`config.mk`:
```
export PLATFORM = sky130hd
export DESIGN_NAME = bit_branch_exec
export DESIGN_NICKNAME = d
export VERILOG_FILES = /design/src/shared/bit_branch_pkg.sv /design/src/logic/cpu_tick_gen.sv /design/src/logic/exec_timing.sv /design/src/logic/bit_branch_exec.sv
export SDC_FILE = /design/constraint.sdc
export NUM_CORES = 1
export LEC_CHECK = 0
export BUFFER_PORTS_ARGS = -buffer_cell sky130_fd_sc_hd__buf_2
export CORE_ASPECT_RATIO = 1.5
export CORE_MARGIN = 10
export CORE_UTILIZATION = 50
export CTS_CLUSTER_DIAMETER = 200
export DETAILED_ROUTE_END_ITERATION = 8
export PLACE_DENSITY = 0.71
export SYNTH_ARGS = -nofsm -noshare
export SYNTH_HDL_FRONTEND = slang
export SYNTH_SLANG_ARGS = --single-unit
```
`constraint.sdc`:
```
create_clock -name clk_i -period 8.3 [get_ports clk_i]
set_clock_uncertainty 0.1 [all_clocks]
set_input_delay 2.075 -clock clk_i [delete_from_list [all_inputs] [get_ports clk_i]]
set_output_delay 2.075 -clock clk_i [all_outputs]
set_load 0.005 [all_outputs]
```
`src/shared/bit_branch_pkg.sv`:
```
// Constants, types and helpers shared by the bit-test branch unit.
// Assumes an upstream decoder resolves operand addresses and sources.
package bit_branch_pkg;

    localparam int DIV_SEL_W = 3;
    localparam int WAIT_W = 4;
    localparam int CNT_W = 6;
    localparam int LEN_W = 3;

    localparam int FLAG_GATE = 7;
    localparam int FLAG_ZERO = 6;
    localparam int FLAG_BANK1 = 5;
    localparam int FLAG_AUX = 4;
    localparam int FLAG_BANK0 = 3;
    localparam int FLAG_CARRY = 0;
    localparam logic [7:0] FLAGS_RST = 8'h02;

    localparam logic [LEN_W-1:0] LEN_1 = 3'h1;
    localparam logic [LEN_W-1:0] LEN_2 = 3'h2;
    localparam logic [LEN_W-1:0] LEN_3 = 3'h3;
    localparam logic [LEN_W-1:0] LEN_4 = 3'h4;

    localparam logic [CNT_W-1:0] CLK_2 = 6'h02;
    localparam logic [CNT_W-1:0] CLK_4 = 6'h04;
    localparam logic [CNT_W-1:0] CLK_6 = 6'h06;
    localparam logic [CNT_W-1:0] CLK_8 = 6'h08;
    localparam logic [CNT_W-1:0] CLK_9 = 6'h09;
    localparam logic [CNT_W-1:0] CLK_10 = 6'h0A;
    localparam logic [CNT_W-1:0] CLK_11 = 6'h0B;
    localparam logic [CNT_W-1:0] CLK_12 = 6'h0C;

    typedef enum logic [3:0] {
        OP_BIT_SET, OP_BIT_CLEAR, OP_SET_CLEAR, OP_DEC_BRANCH,
        OP_BANK_SEL, OP_IDLE, OP_IRQ_ON, OP_IRQ_OFF,
        OP_PAUSE, OP_DEEP_STOP
    } op_e;

    typedef enum logic [2:0] {
        SRC_SHORT_DIRECT, SRC_SPECIAL, SRC_ACC, SRC_FLAGS,
        SRC_POINTER, SRC_REG_B, SRC_REG_C, SRC_NONE
    } src_e;

    typedef struct packed {
        op_e op;
        src_e src;
        logic [2:0] bit_sel;
        logic [7:0] short_relative_offset;
        logic [15:0] pc;
        logic [15:0] addr;
        logic [7:0] reg_val;
        logic [1:0] bank;
        logic fast_ram;
        logic ext_area;
        logic rom_fetch;
    } instr_s;

    typedef struct packed {
        logic rd;
        logic wr;
        logic [15:0] addr;
        logic [7:0] wdata;
    } mem_req_s;

    typedef struct packed {
        logic valid;
        src_e target;
        logic [7:0] value;
    } wb_s;

    function automatic logic is_mem(input src_e s);
        is_mem = (s == SRC_SHORT_DIRECT) || (s == SRC_SPECIAL) ||
            (s == SRC_POINTER);
    endfunction : is_mem

endpackage : bit_branch_pkg

```
`src/logic/cpu_tick_gen.sv`:
```
// CPU clock tick generator: one pulse per selected CPU clock period.
// Assumes the select input is static while an instruction runs.
`timescale 1ns/1ps
`default_nettype none
module cpu_tick_gen #(
    parameter int SEL_W = 3
) (
    input wire logic clk_i,
    input wire logic rst_n_i,
    input wire logic [SEL_W-1:0] sel_i,
    output var logic tick_o
);
    localparam int DCNT_W = (1 << SEL_W) - 1;

    logic [DCNT_W-1:0] cnt_reg;
    logic [DCNT_W-1:0] limit;

    assign limit = (DCNT_W'(1) << sel_i) - DCNT_W'(1);

    always_ff @(posedge clk_i or negedge rst_n_i)
    begin
        if (!rst_n_i)
        begin
            cnt_reg <= '0;
            tick_o <= 1'b0;
        end
        else if (cnt_reg >= limit)
        begin
            cnt_reg <= '0;
            tick_o <= 1'b1;
        end
        else
        begin
            cnt_reg <= cnt_reg + DCNT_W'(1);
            tick_o <= 1'b0;
        end
    end
endmodule : cpu_tick_gen
`default_nettype wire

```
`src/logic/exec_timing.sv`:
```
// Length and clock-count lookup for one decoded instruction.
// Assumes fast_ram is low for special-space and external operands.
`timescale 1ns/1ps
`default_nettype none
module exec_timing (
    input wire bit_branch_pkg::instr_s instr_i,
    input wire logic [bit_branch_pkg::WAIT_W-1:0] rd_waits_i,
    input wire logic [bit_branch_pkg::WAIT_W-1:0] wr_waits_i,
    output var logic [bit_branch_pkg::LEN_W-1:0] bytes_o,
    output var logic [bit_branch_pkg::CNT_W-1:0] clocks_o
);
    import bit_branch_pkg::*;

    logic slow;
    logic [CNT_W-1:0] n_w;
    logic [CNT_W-1:0] m_w;

    // Second column whenever the data lies outside fast RAM.
    assign slow = is_mem(instr_i.src) ? !instr_i.fast_ram :
        (instr_i.src == SRC_FLAGS);
    assign n_w = instr_i.ext_area ? CNT_W'(rd_waits_i) : '0;
    assign m_w = instr_i.ext_area ? CNT_W'(wr_waits_i) : '0;

    always_comb
    begin
        bytes_o = LEN_1;
        clocks_o = CLK_2;
        unique case (instr_i.op)
            OP_BIT_SET, OP_BIT_CLEAR, OP_SET_CLEAR:
            begin
                unique case (instr_i.src)
                    SRC_SPECIAL:
                    begin
                        bytes_o = LEN_4;
                        clocks_o = (instr_i.op == OP_SET_CLEAR) ?
                            CLK_12 : CLK_11;
                    end
                    SRC_ACC:
                    begin
                        bytes_o = LEN_3;
                        clocks_o = CLK_8;
                    end
                    SRC_FLAGS:
                    begin
                        bytes_o = (instr_i.op == OP_BIT_SET) ? LEN_3 : LEN_4;
                        clocks_o = (instr_i.op == OP_BIT_SET) ? CLK_9 :
                            (instr_i.op == OP_BIT_CLEAR) ? CLK_11 : CLK_12;
                    end
                    SRC_POINTER:
                    begin
                        bytes_o = LEN_3;
                        if (!slow)
                            clocks_o = CLK_10;
                        else if (instr_i.op == OP_SET_CLEAR)
                            clocks_o = CLK_12 + n_w + m_w;
                        else
                            clocks_o = CLK_11 + n_w;
                    end
                    default:
                    begin
                        unique case (instr_i.op)
                            OP_BIT_SET:
                            begin
                                bytes_o = LEN_3;
                                clocks_o = slow ? CLK_9 : CLK_8;
                            end
                            OP_BIT_CLEAR:
                            begin
                                bytes_o = LEN_4;
                                clocks_o = slow ? CLK_11 : CLK_10;
                            end
                            default:
                            begin
                                bytes_o = LEN_4;
                                clocks_o = slow ? CLK_12 : CLK_10;
                            end
                        endcase
                    end
                endcase
            end
            OP_DEC_BRANCH:
            begin
                if (is_mem(instr_i.src))
                begin
                    bytes_o = LEN_3;
                    clocks_o = slow ? CLK_10 : CLK_8;
                end
                else
                begin
                    bytes_o = LEN_2;
                    clocks_o = CLK_6;
                end
            end
            OP_BANK_SEL:
            begin
                bytes_o = LEN_2;
                clocks_o = CLK_4;
            end
            OP_IDLE:
            begin
                bytes_o = LEN_1;
                clocks_o = CLK_2;
            end
            OP_IRQ_ON, OP_IRQ_OFF, OP_PAUSE, OP_DEEP_STOP:
            begin
                bytes_o = LEN_2;
                clocks_o = CLK_6;
            end
            default:
            begin
                bytes_o = LEN_1;
                clocks_o = CLK_2;
            end
        endcase
    end
endmodule : exec_timing
`default_nettype wire

```
`src/logic/bit_branch_exec.sv`:
```
// Execution unit for bit-test branches, loop decrements and CPU control.
// Assumes a decoder hands over one resolved instruction at a time and
// that memory returns read data within one CPU clock of the request.
`timescale 1ns/1ps
`default_nettype none
module bit_branch_exec (
    input wire logic clk_i,
    input wire logic rst_n_i,
    input wire logic [bit_branch_pkg::DIV_SEL_W-1:0] cpu_div_sel_i,
    input wire logic [bit_branch_pkg::WAIT_W-1:0] rd_waits_i,
    input wire logic [bit_branch_pkg::WAIT_W-1:0] wr_waits_i,
    input wire logic instr_valid_i,
    input wire bit_branch_pkg::instr_s instr_i,
    input wire logic [7:0] mem_rdata_i,
    input wire logic wake_i,
    output var logic ready_o,
    output var logic done_o,
    output var logic taken_o,
    output var logic [15:0] pc_o,
    output var bit_branch_pkg::mem_req_s mem_o,
    output var bit_branch_pkg::wb_s wb_o,
    output var logic [7:0] flags_o,
    output var logic master_irq_gate_o,
    output var logic [1:0] bank_pointer_bits_o,
    output var logic [1:0] standby_o,
    output var logic timing_exact_o
);
    import bit_branch_pkg::*;

    logic tick;
    logic [LEN_W-1:0] len_now;
    logic [CNT_W-1:0] clk_now;

    instr_s cur_reg;
    logic busy_reg;
    logic [CNT_W-1:0] cnt_reg;
    logic [CNT_W-1:0] total_reg;
    logic [LEN_W-1:0] len_reg;
    logic [7:0] opnd_reg;

    logic issue;
    logic last;
    logic busy_next;
    logic [1:0] standby_next;

    logic [7:0] operand;
    logic bit_val;
    logic take;
    logic wr_back;
    logic [7:0] new_val;
    logic [15:0] next_pc;
    logic [15:0] target;

    cpu_tick_gen #(
        .SEL_W(DIV_SEL_W)
    ) u_tick (
        .clk_i(clk_i),
        .rst_n_i(rst_n_i),
        .sel_i(cpu_div_sel_i),
        .tick_o(tick)
    );

    exec_timing u_timing (
        .instr_i(instr_i),
        .rd_waits_i(rd_waits_i),
        .wr_waits_i(wr_waits_i),
        .bytes_o(len_now),
        .clocks_o(clk_now)
    );

    assign issue = instr_valid_i && ready_o;
    // The count runs in CPU clocks, so a slower divider stretches it.
    assign last = busy_reg && tick &&
        (cnt_reg == total_reg - CNT_W'(1));
    assign busy_next = issue || (busy_reg && !last);

    always_comb
    begin
        standby_next = standby_o;
        if (wake_i)
            standby_next = 2'h0;
        // A standby request finishing with a wake still enters standby.
        if (last && cur_reg.op == OP_PAUSE)
            standby_next = 2'h1;
        if (last && cur_reg.op == OP_DEEP_STOP)
            standby_next = 2'h2;
    end

    // Instruction capture and clock counting.
    always_ff @(posedge clk_i or negedge rst_n_i)
    begin
        if (!rst_n_i)
        begin
            cur_reg <= '0;
            busy_reg <= 1'b0;
            cnt_reg <= '0;
            total_reg <= '0;
            len_reg <= '0;
            ready_o <= 1'b0;
            timing_exact_o <= 1'b1;
        end
        else
        begin
            busy_reg <= busy_next;
            ready_o <= !busy_next && (standby_next == 2'h0);
            if (issue)
            begin
                cur_reg <= instr_i;
                cnt_reg <= '0;
                total_reg <= clk_now;
                len_reg <= len_now;
                // Counts only hold for code fetched from internal ROM.
                timing_exact_o <= instr_i.rom_fetch;
            end
            else if (busy_reg && tick)
            begin
                cnt_reg <= cnt_reg + CNT_W'(1);
            end
        end
    end

    // Operand capture: registers at issue, memory one CPU clock after
    // the read request.
    always_ff @(posedge clk_i or negedge rst_n_i)
    begin
        if (!rst_n_i)
        begin
            opnd_reg <= '0;
        end
        else if (issue)
        begin
            opnd_reg <= instr_i.reg_val;
        end
        else if (busy_reg && tick && cnt_reg == CNT_W'(1) &&
            is_mem(cur_reg.src))
        begin
            opnd_reg <= mem_rdata_i;
        end
    end

    assign operand = (cur_reg.src == SRC_FLAGS) ? flags_o : opnd_reg;
    assign bit_val = operand[cur_reg.bit_sel];

    always_comb
    begin
        take = 1'b0;
        wr_back = 1'b0;
        new_val = operand;
        unique case (cur_reg.op)
            OP_BIT_SET:
            begin
                take = bit_val;
            end
            OP_BIT_CLEAR:
            begin
                take = !bit_val;
            end
            OP_SET_CLEAR:
            begin
                take = bit_val;
                wr_back = bit_val;
                new_val = operand & ~(8'h01 << cur_reg.bit_sel);
            end
            OP_DEC_BRANCH:
            begin
                new_val = operand - 8'h01;
                wr_back = 1'b1;
                take = (new_val != 8'h00);
            end
            default:
            begin
                take = 1'b0;
                wr_back = 1'b0;
                new_val = operand;
            end
        endcase
    end

    assign next_pc = cur_reg.pc + 16'(len_reg);
    // The offset is sign-extended and counted from the next instruction.
    assign target = next_pc +
        {{8{cur_reg.short_relative_offset[7]}},
        cur_reg.short_relative_offset};

    // Completion: program counter, done and taken indications.
    always_ff @(posedge clk_i or negedge rst_n_i)
    begin
        if (!rst_n_i)
        begin
            pc_o <= '0;
            done_o <= 1'b0;
            taken_o <= 1'b0;
        end
        else
        begin
            done_o <= last;
            taken_o <= last && take;
            if (last)
                pc_o <= take ? target : next_pc;
        end
    end

    // Memory port: a read at the first CPU clock, a write at the end.
    always_ff @(posedge clk_i or negedge rst_n_i)
    begin
        if (!rst_n_i)
        begin
            mem_o <= '0;
        end
        else
        begin
            mem_o.rd <= busy_reg && tick && cnt_reg == '0 &&
                is_mem(cur_reg.src);
            mem_o.wr <= last && wr_back && is_mem(cur_reg.src);
            if (busy_reg)
                mem_o.addr <= cur_reg.addr;
            if (last)
                mem_o.wdata <= new_val;
        end
    end

    // Register write-back for accumulator, B and C.
    always_ff @(posedge clk_i or negedge rst_n_i)
    begin
        if (!rst_n_i)
        begin
            wb_o <= '0;
        end
        else
        begin
            wb_o.valid <= last && wr_back &&
                (cur_reg.src == SRC_ACC || cur_reg.src == SRC_REG_B ||
                cur_reg.src == SRC_REG_C);
            if (last)
            begin
                wb_o.target <= cur_reg.src;
                wb_o.value <= new_val;
            end
        end
    end

    // Flags word, holding the master gate and the bank bits.
    always_ff @(posedge clk_i or negedge rst_n_i)
    begin
        if (!rst_n_i)
        begin
            flags_o <= FLAGS_RST;
        end
        else if (last)
        begin
            unique case (cur_reg.op)
                OP_SET_CLEAR:
                begin
                    // Clearing a flags bit may hit any bit, the gate and bank bits included.
                    if (wr_back && cur_reg.src == SRC_FLAGS)
                        flags_o <= new_val;
                end
                OP_IRQ_ON:
                begin
                    flags_o[FLAG_GATE] <= 1'b1;
                end
                OP_IRQ_OFF:
                begin
                    flags_o[FLAG_GATE] <= 1'b0;
                end
                OP_BANK_SEL:
                begin
                    flags_o[FLAG_BANK1] <= cur_reg.bank[1];
                    flags_o[FLAG_BANK0] <= cur_reg.bank[0];
                end
                default:
                begin
                    flags_o <= flags_o;
                end
            endcase
        end
    end

    assign master_irq_gate_o = flags_o[FLAG_GATE];
    assign bank_pointer_bits_o = {flags_o[FLAG_BANK1], flags_o[FLAG_BANK0]};

    // Standby state: bit 0 pause, bit 1 deep stop; wake clears both.
    always_ff @(posedge clk_i or negedge rst_n_i)
    begin
        if (!rst_n_i)
        begin
            standby_o <= 2'h0;
        end
        else
        begin
            standby_o <= standby_next;
        end
    end

endmodule : bit_branch_exec
`default_nettype wire

```
==> summary.md <==
| Metric | Value |
|---|---|
| Setup TNS | `0 ps` |
| CTS root buf | `clkbuf_16` |
| Max VDD drop | `166 uV` |
| Net switching power | `approximately 1400 uW` |
| WS Path Type | `flip-flop to flip-flop` |
| Post-route minimum period | `4230 ps` |
| WHS | `365 ps` |
| Vias in the first global route | `~7000` |
| Pin count of the biggest net entering global routing | `between 80 and 90` |
| Depth of the CTS H-tree | `4` |
| WL per Instance | `16.5 um` |
| Dpl cell area | `about 9400 sq um` |
| Data required, critical path | `between 8000 and 9000 ps` |
| Final period util | `50.9%` |
| Part of the power in registers | `a little over a third` |
| CP endpoint kind | `flip-flop` |
| Outcome | `complete, no violations` |
| Cell family with most CP delay | `compound AO/OA/AOI/OAI gates` |
| PwrDens | `approximately 350 nW/um^2` |
| FF-to-FF path depth | `10` |
| Crit start category | `flip-flop` |
| Post-synth top flop | `dfrtp_1` |
| Critical Path Max Stage Delay | `about 800 ps` |
| Sink Count | `around 140` |
| Share of cells above drive strength 1 | `about a fifth` |
| Crit path depth | `10` |
| Reg2reg start | `cur_reg[58]` |
| Post-Route WL | `~22000 um` |
| Core ar. | `roughly 17000 sq um` |
| Initial antenna violation count | `1` |
| Leak pwr | `0.00515 uW` |
| Cell variety after synth | `71` |
| Post-CTS setup buffer count | `0` |
| Fmax | `236 MHz` |
| Sw Share | `40.6%` |
| Routed via count | `7218` |
| Post-synth EDFFs | `0` |
| Io pins | `roughly 160` |
| Sequential cell area fraction in the yosys report | `41.9%` |
| Slew Limit Fails | `0` |
| HPWL after detailed placement | `16000 um` |
| GR Util All Layers | `around a fifth` |
| CP max-delay cell | `and3b_1` |
| Critical-path cell list | `and3b_1 > mux2i_1 > ha_1 > o211ai_1 > a21oi_1 > xor2_1 > a311oi_4 > o211ai_2 > inv_1 > a221o_1` |
| Flops & latches, synth | `approximately 140` |
| Post-Syn Nets | `~1100` |
| Post_cts resized | `0` |
| Crit path max fanout | `18` |
| Post-synthesis average cell area | `around 8.9 sq um` |
| Max reg flops | `52` |
| Max_cap viols | `0` |
| Drt pass-1 iters | `5` |
| Synth async-reset ratio | `between 90% and 100%` |
| Iteration-0 DRC Markers | `between 500 and 600` |
| Cell area after layout | `roughly 10000 sq um` |
| Nets | `around 1200` |
| Row cnt | `58` |
| IO buf count | `roughly 160` |
| Final setup viols | `0` |
| Max Buffers Root-to-Sink | `2` |
| Layout area overhead | `16.3%` |
| CP startpoint | `cur_reg[58]` |
| Setup ws final | `4070 ps` |
| WP buf/inv | `1` |
| # fillers | `around 1500` |
| Reg-to-Reg End | `pc_o[6]` |
| Critical Path End | `pc_o[6]` |
| Comb power frac | `43.4%` |
| Final ANT Viol Nets | `0` |
| Hold Buf Count CTS | `0` |
| CTS tree | `yes` |
| Die Y | `approximately 180 um` |
| Mapped Cells | `967` |
| DRC viols | `0` |
| Pre-CTS setup slack | `between 3000 and 4000 ps` |
| R2r setup slk | `4070 ps` |
| Worst min path class | `flip-flop to flip-flop` |
| First-pass GRT wire length | `between 30000 and 40000 um` |
| Die area | `23000 sq um` |
| Die W | `approximately 130 um` |
| Starting Density | `between 50% and 60%` |
| CTS Buf Count | `17` |
| Clk pin slew, worst setup/hold paths | `about 60 ps` |
| Power share of the clock group | `a little over a fifth` |
| CP Data Arrival Time | `4430 ps` |
| RSZ-0062 raised after global routing | `no` |
| RePlAce Congestion | `0.902` |
| Final Hold Viols | `0` |
| Via-per-instance ratio | `roughly 5.5` |
| P_int | `around 2100 uW` |
| Ys Warns | `0` |
| Post-Syn Area | `about 8600 sq um` |
| Overflow after GRT | `0` |
| Final Util | `59.4%` |
| Relative slew slack | `approximately 39%` |
| Skew-Pair Late Insertion Delay | `420 ps` |
| Tightest Pin Transition | `a little over 900 ps` |
[cells in the mapped netlist, types with 9 or more instances]
cell type	instances	area [sq um]
o21ai_0	41	205
a21oi_1	46	230
clkbuf_1	33	124
buf_4	11	82.6
nand3_1	16	80.1
o211ai_1	11	82.6
xnor2_1	25	219
inv_1	21	78.8
o21a_1	9	67.6
mux2i_1	27	270
mux2_2	21	236
nand2b_1	10	62.6
and3_1	11	68.8
nor2_1	63	236
a21o_1	14	105
nand2_1	244	916
xor2_1	29	254
ha_1	42	526
dfrtp_1	142	3550
and2_1	15	93.8
nor3_1	21	105
[through the flow]
stage | std cells | total power (uW)
2_1_floorplan | 967 | 2320
3_3_place_gp | 1280 | 2690
3_5_place_dp | 1280 | 2730
4_1_cts | 1312 | 3510
5_1_grt | 1312 | 3790
6_report | 1313 | 3490
[worst min path at each step]
stage / slack [ps] / cells past startpoint / from / endpoint
floorplan: 340 / 2 / cur_reg[13] / cur_reg[13]
global placement: 340 / 2 / timing_exact_o / timing_exact_o
detailed placement: 360 / 2 / wb_o[8] / wb_o[8]
CTS: 370 / 2 / wb_o[8] / wb_o[8]
global route: 390 / 2 / timing_exact_o / timing_exact_o
finish: 360 / 2 / wb_o[8] / wb_o[8]
[worst min-delay path, cell delays in order (launching register included)]
cell,delay [ps]
dfrtp_1,330
nand2_1,50
nand2_1,50
[cell families (layout without fill, tap and decap cells)]
kind of cell / count (synthesis) / after routing / share of synthesized area, %
adder cells (fa/ha/maj): 45 / 45 / 6.81
AND/OR/NAND/NOR: 420 / 420 / 21.6
other: 0 / 1 / 0
multiplexers: 50 / 50 / 6.42
XOR/XNOR: 54 / 54 / 5.50
flip-flops: 144 / 144 / 41.9
buffers and inverters: 79 / 214 / 4.15
AO/OA/AOI/OAI: 175 / 175 / 13.6
[power groups by stage]
stage	Combinational [uW]	Clock (uW)	Sequential, uW
after global routing	1720	812	1250
final	1510	767	1210
after detailed placement	1510	0	1220
after CTS	1520	781	1210
after floorplan	1180	0	1140
after global placement	1480	0	1210
[cell type report]
type | instances | area [sq um] | share of cell area, %
multi-input combinational | 744 | 4640 | 46.4
sequential | 144 | 3610 | 36.1
timing repair buffer | 160 | 817 | 8.17
clock buffer | 17 | 425 | 4.25
tap | 210 | 263 | 2.63
clock inverter | 15 | 161 | 1.61
inverter | 22 | 82.6 | 0.826
antenna | 1 | 2.50 | 0.0250
[per-layer routing]
layer,global-route usage [%],wire [um],vias to the layer above
li1,-,-,3574
met1,22.9,9270,3397
met2,31.7,10600,211
met3,4.98,1310,36
met4,6.49,433,0
met5,0,0,-
[layout by cell type, fill, tap and decap left out, types with 5 or more instances in the layout]
master,count
mux2i_1,27
buf_2,155
o21a_1,9
inv_6,6
xor2_1,29
and3_1,11
or3_1,5
nand2_1,243
ha_1,42
nor3_1,21
a21o_1,14
nand3_1,16
dfrtp_1,142
nor2_1,63
xnor2_1,25
a21oi_1,46
clkbuf_16,17
a221o_1,8
o21ai_0,41
nor2b_1,6
nand2b_1,10
o22ai_1,8
and2_1,14
nand3b_1,5
mux2_2,21
inv_1,21
o211ai_1,11
No activity file was read; power rests on OpenSTA's default activity.
